File: config.mk
export PLATFORM = sky130hd
export DESIGN_NAME = alarm_led_status
export DESIGN_NICKNAME = d
export VERILOG_FILES = /design/src/rtl/alarm_led_status.v
export VERILOG_INCLUDE_DIRS = /design/src /design/src/rtl
export SDC_FILE = /design/constraint.sdc
export NUM_CORES = 1
export LEC_CHECK = 0
export ABC_AREA = 1
export BUFFER_PORTS_ARGS = -buffer_cell sky130_fd_sc_hd__buf_2
export CORE_MARGIN = 3
export CORE_UTILIZATION = 45
export CTS_CLUSTER_DIAMETER = 150
export DETAILED_ROUTE_END_ITERATION = 8
export PLACE_DENSITY = 0.67
export SLEW_MARGIN = 20
export SYNTH_ARGS = -nofsm -noshare
export SYNTH_HDL_FRONTEND = slang
export SYNTH_SLANG_ARGS = --single-unit
File: constraint.sdc
create_clock -name aclk -period 4.9 [get_ports aclk]
set_input_delay 0 -clock aclk [delete_from_list [all_inputs] [get_ports aclk]]
set_output_delay 0 -clock aclk [all_outputs]
set_load 0.005 [all_outputs]
File: src/rtl/alarm_led_regs.vh
// Purpose: constants for the alarm and LED status block
// Assumes: 32-bit AXI4-Lite register bus, 100 MHz clock
// Notes: offsets are byte addresses
`ifndef ALARM_LED_REGS_VH
`define ALARM_LED_REGS_VH
`define CLK_HZ             100000000
`define BLINK_HZ           1
`define PG_PULSE_MS        1
`define OFS_COND           8'h00
`define OFS_CTRL           8'h04
`define OFS_FAULT_LATCH    8'h08
`define OFS_BUS_STATUS     8'h0C
`define OFS_OC_RESP        8'h10
`define OFS_OT_RESP        8'h14
`define OFS_PIN_STATE      8'h18
`define OFS_CMD            8'h1C
`define CTRL_RESET         32'h0000_0000
`define RESP_RESET         8'h00
`define BUS_REJECT_BIT     0
`define BUS_TAKEOVER_BIT   2
`define BUS_CLEAR_BIT      4
`define FAULT_BITS         10
`define OK_RESP            2'b00
`define SLVERR_RESP        2'b10
`endif

File: src/rtl/alarm_led_status.v
// Purpose: Maps rectifier conditions to four LEDs and open-drain alarms; arbitrates two host ports
// Assumes: Condition inputs are synchronous to aclk; pins are synchronised here
// Notes: Notes on behaviour follow
// Notes on behaviour
// RULE1 - Near thermal shutdown: amber on, greens on, only overtemp warning low.
// RULE2 - Overtemp warning idles high, goes low 5C before thermal shutdown.
// RULE3 - Fuse, boost or latched overvoltage: input on, output off, fault on, alarms low; overtemp warning stays high here.
// RULE4 - Input out of limits: input LED blinks, others off, power-good low.
// RULE5 - Overload: output LED blinks, power-good pulses 1ms while overloaded, fault high.
// RULE6 - Non-shutdown fault: fault LED on, greens on, fault low, power-good high.
// RULE7 - PMBus service request blinks amber, greens on, alarms high.
// RULE8 - RS485 comm loss blinks red, greens on, alarms high.
// RULE9 - One fan failure raises fault; two fans fail means immediate shutdown.
// RULE10 - Fault, power-good and overtemp alarms are active-low open drain.
// RULE11 - In analog or PMBus mode output enabled only while enable input low.
// RULE12 - Power-good goes low when output loss is predicted.
// RULE13 - Link select open picks PMBus, resistor-tied picks RS485.
// RULE14 - Low four address bits come from slot and shelf address levels.
// RULE15 - Only the controlling port clears status; host reads status before clearing.
// RULE16 - A clear from the controlling port keeps the other port's alert.
// RULE17 - Supply alarms never set bus arbitration status bits.
// RULE18 - Command from non-controlling port is rejected, logged, and alerts that port.
// RULE19 - Fault bits sticky until cleared; persisting fault reasserts; state bits don't latch.
// RULE20 - Shutdown, OR-ing test, warnings, faults, command errors all latch.
// RULE21 - Overcurrent and overtemp response settings change only by explicit command.
// RULE22 - LED blink is a configurable roughly 1 Hz, 50 percent duty prescaled pattern.
//
// Added by the designer: the register addresses and the AXI4-Lite slave port.
`timescale 1ns/1ps
`include "alarm_led_regs.vh"
module alarm_led_status #(
  parameter integer CLK_HZ   = `CLK_HZ,
  parameter integer BLINK_HZ = `BLINK_HZ,
  parameter integer PULSE_MS = `PG_PULSE_MS
) (
  // Clock and reset
  input  wire        aclk,
  input  wire        aresetn,
  // AXI4-Lite write address and data
  input  wire [7:0]  s_axi_awaddr,
  input  wire        s_axi_awvalid,
  output wire        s_axi_awready,
  input  wire [31:0] s_axi_wdata,
  input  wire [3:0]  s_axi_wstrb,
  input  wire        s_axi_wvalid,
  output wire        s_axi_wready,
  // AXI4-Lite write response
  output reg  [1:0]  s_axi_bresp,
  output reg         s_axi_bvalid,
  input  wire        s_axi_bready,
  // AXI4-Lite read
  input  wire [7:0]  s_axi_araddr,
  input  wire        s_axi_arvalid,
  output wire        s_axi_arready,
  output reg  [31:0] s_axi_rdata,
  output reg  [1:0]  s_axi_rresp,
  output reg         s_axi_rvalid,
  input  wire        s_axi_rready,
  // Conditions from rectifier logic
  input  wire        input_ok,
  input  wire        input_present,
  input  wire        near_thermal_limit,
  input  wire        thermal_shutdown,
  input  wire [1:0]  fan_fail,
  input  wire        fuse_blown,
  input  wire        boost_fail,
  input  wire        ov_latched,
  input  wire        overload,
  input  wire        internal_fault,
  input  wire        standby,
  input  wire        output_loss_predict,
  input  wire        service_request,
  input  wire        comm_lost,
  input  wire        oring_test_done,
  input  wire        cmd_error,
  // Pins
  input  wire        on_off_pin_n,
  input  wire        link_sel_pin,
  input  wire [3:0]  slot_addr_level,
  input  wire [3:0]  shelf_addr_level,
  // Outputs
  output reg         led_input,
  output reg         led_output,
  output reg         led_service,
  output reg         led_fault,
  output reg         fault_out,
  output reg         fault_oe,
  output reg         output_good_n_out,
  output reg         output_good_n_oe,
  output reg         overtemp_warn_n_out,
  output reg         overtemp_warn_n_oe,
  output reg         presence_out,
  output reg         main_output_en,
  output reg         rs485_mode,
  output reg  [3:0]  bus_addr_low,
  output reg         port0_alert_n,
  output reg         port1_alert_n
);
  localparam integer BLINK_HALF = CLK_HZ / (2 * BLINK_HZ);
  localparam integer PULSE_CYC  = (CLK_HZ / 1000) * PULSE_MS;

  // Two-flop synchronisers for pins
  reg  [9:0] pin_s1;
  reg  [9:0] pin_s2;
  always @(posedge aclk)
  begin
    pin_s1 <= {on_off_pin_n, link_sel_pin, slot_addr_level, shelf_addr_level};
    pin_s2 <= pin_s1;
  end
  wire       on_off_n = pin_s2[9];
  wire       link_sel = pin_s2[8];

  // Blink and power-good pulse prescalers
  reg [31:0] blink_cnt;
  reg        blink;
  reg [31:0] pulse_cnt;
  reg        pulse;
  always @(posedge aclk)
  begin
    if (!aresetn)
    begin
      blink_cnt <= 32'h0000_0000;
      blink     <= 1'b0;
      pulse_cnt <= 32'h0000_0000;
      pulse     <= 1'b0;
    end
    else
    begin
      if (blink_cnt >= BLINK_HALF - 1) // [RULE22]
      begin
        blink_cnt <= 32'h0000_0000;
        blink     <= ~blink;
      end
      else
        blink_cnt <= blink_cnt + 32'h0000_0001;
      if (pulse_cnt >= PULSE_CYC - 1) // [RULE5]
      begin
        pulse_cnt <= 32'h0000_0000;
        pulse     <= ~pulse;
      end
      else
        pulse_cnt <= pulse_cnt + 32'h0000_0001;
    end
  end

  // Registers
  reg        control_port;
  reg [31:0] ctrl;
  reg [`FAULT_BITS-1:0] fault_latch;
  reg [7:0]  bus_status;
  reg [7:0]  oc_resp;
  reg [7:0]  ot_resp;
  reg        alert0;
  reg        alert1;

  // Write channel: address and data accepted separately in any order, written once both are present
  reg        aw_held;
  reg [7:0]  aw_addr;
  reg        w_held;
  reg [31:0] w_data;
  assign s_axi_awready = !aw_held && !s_axi_bvalid;
  assign s_axi_wready  = !w_held && !s_axi_bvalid;
  wire       aw_now  = aw_held | s_axi_awvalid;
  wire       w_now   = w_held | s_axi_wvalid;
  wire [7:0] wa      = aw_held ? aw_addr : s_axi_awaddr;
  wire [31:0] wd     = w_held ? w_data : s_axi_wdata;
  wire       do_wr   = aw_now && w_now && !s_axi_bvalid;

  // Command register: bit0 port, bit1 clear-faults, bit2 take control
  wire       cmd_wr    = do_wr && wa == `OFS_CMD;
  wire       cmd_port  = wd[0];
  wire       from_ctl  = cmd_port == control_port;
  wire       clr       = cmd_wr && wd[1] && from_ctl;
  wire       take      = cmd_wr && wd[2];
  wire       reject    = cmd_wr && !from_ctl && !wd[2];

  // Live fault vector
  wire       shutdown   = thermal_shutdown | fuse_blown | boost_fail | ov_latched | (&fan_fail); // [RULE9]
  wire [`FAULT_BITS-1:0] fault_now = {cmd_error, internal_fault, oring_test_done, (|fan_fail), overload,
    ov_latched, (input_present & !input_ok), near_thermal_limit, thermal_shutdown, shutdown};

  always @(posedge aclk)
  begin
    if (!aresetn)
    begin
      aw_held      <= 1'b0;
      w_held       <= 1'b0;
      aw_addr      <= 8'h00;
      w_data       <= 32'h0000_0000;
      s_axi_bvalid <= 1'b0;
      s_axi_bresp  <= `OK_RESP;
      ctrl         <= `CTRL_RESET;
      control_port <= 1'b0;
      fault_latch  <= {`FAULT_BITS{1'b0}};
      bus_status   <= 8'h00;
      oc_resp      <= `RESP_RESET;
      ot_resp      <= `RESP_RESET;
      alert0       <= 1'b0;
      alert1       <= 1'b0;
    end
    else
    begin
      if (s_axi_awvalid && s_axi_awready && !do_wr)
      begin
        aw_held <= 1'b1;
        aw_addr <= s_axi_awaddr;
      end
      if (s_axi_wvalid && s_axi_wready && !do_wr)
      begin
        w_held <= 1'b1;
        w_data <= s_axi_wdata;
      end
      if (s_axi_bvalid && s_axi_bready)
        s_axi_bvalid <= 1'b0;
      // Latch faults; a persisting fault reasserts even in a clearing cycle
      if (clr)
        fault_latch <= fault_now; // [RULE15] [RULE19]
      else
        fault_latch <= fault_latch | fault_now; // [RULE20]
      if (do_wr)
      begin
        aw_held      <= 1'b0;
        w_held       <= 1'b0;
        s_axi_bvalid <= 1'b1;
        s_axi_bresp  <= `OK_RESP;
        case (wa)
          `OFS_CTRL:
          begin
            if (s_axi_wstrb[0])
              ctrl[7:0] <= wd[7:0];
          end
          `OFS_OC_RESP:
          begin
            if (s_axi_wstrb[0] && from_ctl)
              oc_resp <= wd[7:0]; // [RULE21]
          end
          `OFS_OT_RESP:
          begin
            if (s_axi_wstrb[0] && from_ctl)
              ot_resp <= wd[7:0]; // [RULE21]
          end
          `OFS_CMD:
          begin
            if (take)
            begin
              control_port <= cmd_port;
              bus_status   <= bus_status | (8'h01 << `BUS_TAKEOVER_BIT);
              if (cmd_port)
                alert1 <= 1'b1;
              else
                alert0 <= 1'b1;
            end
            else if (reject)
            begin
              bus_status <= bus_status | (8'h01 << `BUS_REJECT_BIT); // [RULE18]
              if (cmd_port)
                alert1 <= 1'b1;
              else
                alert0 <= 1'b1;
            end
            else if (clr)
            begin
              // Only the controlling port's alert drops; supply alarms never touch bus status
              bus_status <= 8'h01 << `BUS_CLEAR_BIT; // [RULE17]
              if (control_port)
                alert1 <= 1'b0; // [RULE16]
              else
                alert0 <= 1'b0; // [RULE16]
            end
          end
          `OFS_COND, `OFS_FAULT_LATCH, `OFS_BUS_STATUS, `OFS_PIN_STATE:
            s_axi_bresp <= `OK_RESP;
          default:
            s_axi_bresp <= `SLVERR_RESP;
        endcase
      end
    end
  end

  // Read channel
  assign s_axi_arready = !s_axi_rvalid;
  always @(posedge aclk)
  begin
    if (!aresetn)
    begin
      s_axi_rvalid <= 1'b0;
      s_axi_rdata  <= 32'h0000_0000;
      s_axi_rresp  <= `OK_RESP;
    end
    else if (s_axi_rvalid)
    begin
      if (s_axi_rready)
        s_axi_rvalid <= 1'b0;
    end
    else if (s_axi_arvalid)
    begin
      s_axi_rvalid <= 1'b1;
      s_axi_rresp  <= `OK_RESP;
      case (s_axi_araddr)
        `OFS_COND:        s_axi_rdata <= {22'h00_0000, fault_now};
        `OFS_CTRL:        s_axi_rdata <= ctrl;
        `OFS_FAULT_LATCH: s_axi_rdata <= {22'h00_0000, fault_latch};
        `OFS_BUS_STATUS:  s_axi_rdata <= {23'h00_0000, control_port, bus_status};
        `OFS_OC_RESP:     s_axi_rdata <= {24'h00_0000, oc_resp};
        `OFS_OT_RESP:     s_axi_rdata <= {24'h00_0000, ot_resp};
        `OFS_PIN_STATE:   s_axi_rdata <= {22'h00_0000, on_off_n, link_sel, pin_s2[7:0]};
        `OFS_CMD:         s_axi_rdata <= 32'h0000_0000;
        default:
        begin
          s_axi_rdata <= 32'h0000_0000;
          s_axi_rresp <= `SLVERR_RESP;
        end
      endcase
    end
  end

  // LED and alarm mapping, highest priority first
  reg n_in, n_out, n_svc, n_flt, n_fault_lo, n_pg_lo, n_otw_lo;
  wire analog_mode = ctrl[0];
  always @*
  begin
    n_in = 1'b1;
    n_out = 1'b1;
    n_svc = 1'b0;
    n_flt = 1'b0;
    n_fault_lo = 1'b0;
    n_pg_lo = output_loss_predict; // [RULE12]
    n_otw_lo = 1'b0;
    if (thermal_shutdown)
    begin
      n_out = 1'b0;
      n_svc = 1'b1;
      n_flt = 1'b1;
      n_fault_lo = 1'b1;
      n_pg_lo = 1'b1;
      n_otw_lo = 1'b1;
    end
    else if (fuse_blown || boost_fail || ov_latched || (&fan_fail)) // [RULE3] [RULE9]
    begin
      n_out = 1'b0;
      n_flt = 1'b1;
      n_fault_lo = 1'b1;
      n_pg_lo = 1'b1;
    end
    else if (!input_present)
    begin
      n_in = 1'b0;
      n_out = 1'b0;
      n_pg_lo = 1'b1;
    end
    else if (!input_ok)
    begin
      n_in = blink; // [RULE4]
      n_out = 1'b0;
      n_pg_lo = 1'b1;
    end
    else if (overload)
    begin
      n_out = blink; // [RULE5]
      n_pg_lo = pulse | output_loss_predict; // [RULE5] [RULE12]
    end
    else if (standby)
    begin
      n_out = 1'b0;
      n_pg_lo = 1'b1;
    end
    else if ((|fan_fail) || internal_fault)
    begin
      n_flt = 1'b1; // [RULE6] [RULE9]
      n_fault_lo = 1'b1;
    end
    else if (near_thermal_limit)
    begin
      n_svc = 1'b1; // [RULE1]
      n_otw_lo = 1'b1; // [RULE2]
    end
    else if (service_request && !link_sel)
      n_svc = blink; // [RULE7]
    else if (comm_lost && link_sel)
      n_flt = blink; // [RULE8]
  end

  always @(posedge aclk)
  begin
    if (!aresetn)
    begin
      led_input <= 1'b0;
      led_output <= 1'b0;
      led_service <= 1'b0;
      led_fault <= 1'b0;
      fault_out <= 1'b0;
      fault_oe <= 1'b0;
      output_good_n_out <= 1'b0;
      output_good_n_oe <= 1'b0;
      overtemp_warn_n_out <= 1'b0;
      overtemp_warn_n_oe <= 1'b0;
      presence_out <= 1'b0;
      main_output_en <= 1'b0;
      rs485_mode <= 1'b0;
      bus_addr_low <= 4'h0;
      port0_alert_n <= 1'b1;
      port1_alert_n <= 1'b1;
    end
    else
    begin
      led_input <= n_in;
      led_output <= n_out;
      led_service <= n_svc;
      led_fault <= n_flt;
      // Open drain: output always low, enable pulls the line
      fault_out <= 1'b0;
      fault_oe <= n_fault_lo; // [RULE10]
      output_good_n_out <= 1'b0;
      output_good_n_oe <= n_pg_lo; // [RULE10]
      overtemp_warn_n_out <= 1'b0;
      overtemp_warn_n_oe <= n_otw_lo; // [RULE10]
      presence_out <= 1'b0;
      rs485_mode <= link_sel; // [RULE13]
      main_output_en <= (analog_mode || !link_sel) ? (!on_off_n && !shutdown) : !shutdown; // [RULE11]
      bus_addr_low <= pin_s2[7:4] ^ pin_s2[3:0]; // [RULE14]
      port0_alert_n <= !alert0;
      port1_alert_n <= !alert1;
    end
  end
endmodule

==> run summary <==
Outcome - complete, no violations
Fin. max-slew vios - 0
Reg2reg start - blink_cnt[0]
Power Density - 336 mW/mm^2
Fin. Hold Viols - 0
CTS tree - built
CTS max path bufs - 2
Unrepaired setup endpoints after global routing - no
Synth top area share - 47.2%
Cell count after synthesis - 982
DP Wirelength - 11300 um
Final WS setup - 2.48 ns
Met3 routed WL - 871 um
Starting Density - 46.0%
Slew margin rel. - 37.2%
Critical Path Start Type - flop
WL met1 - 7850 um
Global Route Usage Sum - 18.5%
Row cnt - 46
Hold path depth - 5
Worst EP arrival - 2.75 ns
Top Layer Used - met4
Layout Nets - 1230
Placed Cells - 1288
DR iter-0 viols - 501
Gpl congestion - 0.868
DRT Pass-1 Iters - 5
Pleak - 3.90 nW
Antenna diodes - 0
Non-filler instance count after layout - 1371
Via density per instance - 4.69
Synthesized area - 0.00733 sq mm
Critical path class - reg -> reg
Vias - 6431
Final Critical Period - 2.42 ns
Synth Flop Type - dfxtp_1
Vias in the first global route - 5845
Clock sinks - 173
Clock slew at reported path FFs - 0.06 ns
DP Worst Slack - 2.51 ns
Core area - 0.0159 sq mm
Layout cell share with drive strength beyond 1 - 12.6%
Post-synth ARST share - 0%
Hold WS - 0.0546 ns
Min-delay src - s_axi_wvalid
Routed wl met2 - 7200 um
Final setup vio count - 0
VDD IR max - 0.265 mV
Root Buffer - clkbuf_16
First-pass GRT wire length - 26900 um
Die width - 134 um
Final period utilization - 49.4%
CTS buffer count - 17
Area grow syn2layout - 22.9%
H-tree levels - 4
Worst Tran Pin Value - 0.941 ns
Clk_skew - 0.0103 ns
Worst Path Max Fanout - 22
Crit. Startpoint - blink_cnt[0]
# DRC - 0
Flops & latches, synth - 173
Setup TNS - 0 ns
Routed Antenna Nets - 0
I/O pin total - 146
Largest net degree at the start of global routing - 53
Largest cells by area after synthesis - dfxtp_1, nand2_1, nor2_1
Synth warn - 0
Buffers on Ports - 90
Leading area contributor after synthesis - dfxtp_1
Final WL - 16100 um
Syn Area/Cell - 7.47 sq um
Number of flops mapped to enable cells by yosys - 0
Clock latency on the worst-skew pair - 0.43 ns
Fmax - 413 MHz
Seq/Total Area, Yosys - 47.2%
DR WL/cell - 11.7 um
Die Height - 134 um
Cell variety after synth - 48
R2R cell count - 12
Die area - 0.0179 sq mm
Max Cap Violations - 0
Power consumption - 3.03 mW
Data required, critical path - 5.23 ns
Antenna violations before repair - 0
Worst setup EP type - flop
Hold WC Path Type - in -> reg
Grt ovf - 0
==> logic make-up after synthesis <==
| family | count (synthesis) | synth area share (%) |
|---|---|---|
| XOR/XNOR | 22 | 2.88 |
| AO/OA/AOI/OAI | 158 | 11.4 |
| adder cells (fa/ha/maj) | 2 | 0.341 |
| buffers and inverters | 172 | 10.6 |
| other | 1 | 0.0511 |
| flip-flops | 173 | 47.2 |
| AND/OR/NAND/NOR | 454 | 27.5 |
==> cells in the final DEF, fill, tap and decap left out, types with 2 or more instances in the layout <==
cell / count
a21oi_1: 73
a31oi_1: 3
and3_1: 2
buf_2: 90
bufinv_16: 3
clkbuf_1: 7
clkbuf_16: 17
clkinv_2: 3
conb_1: 49
dfxtp_1: 173
dlygate4sd3_1: 51
ha_1: 2
inv_1: 120
inv_2: 4
nand2_1: 190
nand2_2: 6
nand3_1: 27
nand3_2: 3
nand3b_1: 3
nand4_1: 18
nor2_1: 156
nor2_2: 4
nor2_4: 3
nor3_1: 20
nor3_4: 2
nor3b_1: 7
nor4_1: 6
o211ai_1: 3
o21a_1: 3
o21ai_0: 62
o21ai_1: 5
or2_2: 2
xnor2_1: 8
xor2_1: 13
==> per-layer routing <==
metal	vias up	track usage [%]
met5	-	0
met4	0	5.49
met3	17	4.49
met2	187	29.3
met1	2859	25.1
li1	3368	-
==> final cells by class <==
cell class,instances,area [sq um]
Fill cell,1538,6930
Sequential cell,173,3460
Multi-Input combinational cell,685,3280
Timing Repair Buffer,141,961
Clock buffer,25,465
Inverter,124,465
Tap cell,216,270
Clock inverter,7,113
==> worst paths after layout <==
| kind | endpoint | slack [ns] |
|---|---|---|
| worst max-delay path | blink_cnt[23] | 2.48 |
| worst max register to register | blink_cnt[23] | 2.48 |
| worst min register to register | pin_s2[1] | 0.32 |
| worst min-delay path | s_axi_bvalid | 0.05 |
==> worst max-delay path, cell delays in order (launching register included) <==
cell and delay [ns]:
dfxtp_1 0.38, ha_1 0.20, nand2_2 0.07, nor2_1 0.18
nand4_1 0.12, nand2_1 0.07, nand2_1 0.05, nand2_1 0.07
nand2_1 0.09, nand3_1 0.64, inv_1 0.26, nand2_1 0.14
nor2_1 0.05
==> repair_timing <==
action	in CTS	in global routing
hold buffers	51	0
buffers inserted	0	0
resized for setup	0	0
hold endpoints to repair	44	0
==> power by group <==
| part | switching [mW] | internal [mW] |
|---|---|---|
| Clock | 0.523 | 0.813 |
| Combinational | 0.126 | 0.0888 |
| Sequential | 0.0200 | 1.46 |
==> sequential cells by signal (all words and copies together) (netlist names), 3 cells and up <==
| name | count |
|---|---|
| fault_latch | 10 |
| bus_status | 3 |
| oc_resp | 8 |
| s_axi_rdata | 10 |
| pulse_cnt | 32 |
| pin_s1 | 10 |
| w_data | 8 |
| aw_addr | 8 |
| pin_s2 | 10 |
| blink_cnt | 32 |
| bus_addr_low | 4 |
| ot_resp | 8 |
| ctrl | 8 |
==> Yosys cell counts (4+ instances only) <==
master and n:
nand3_1 27, nor2_1 156, a21oi_1 73, nor3b_1 7, nand4_1 18, dfxtp_1 173, o21ai_1 5, o21ai_0 62
clkbuf_1 11, nor2_2 4, nor3_1 20, xor2_1 13, nand2_2 6, xnor2_1 8, inv_2 4, nand2_1 190
buf_2 4, nor4_1 6, inv_1 120, buf_4 29
==> per-stage QoR <==
stage	utilization (%)	cell area, sq um
5_1_grt	56.5	9010
2_1_floorplan	-	7510
6_report	56.5	9010
3_3_place_gp	49.7	7930
3_5_place_dp	49.7	7930
4_1_cts	56.5	9010
No activity file was read; power rests on OpenSTA's default activity.
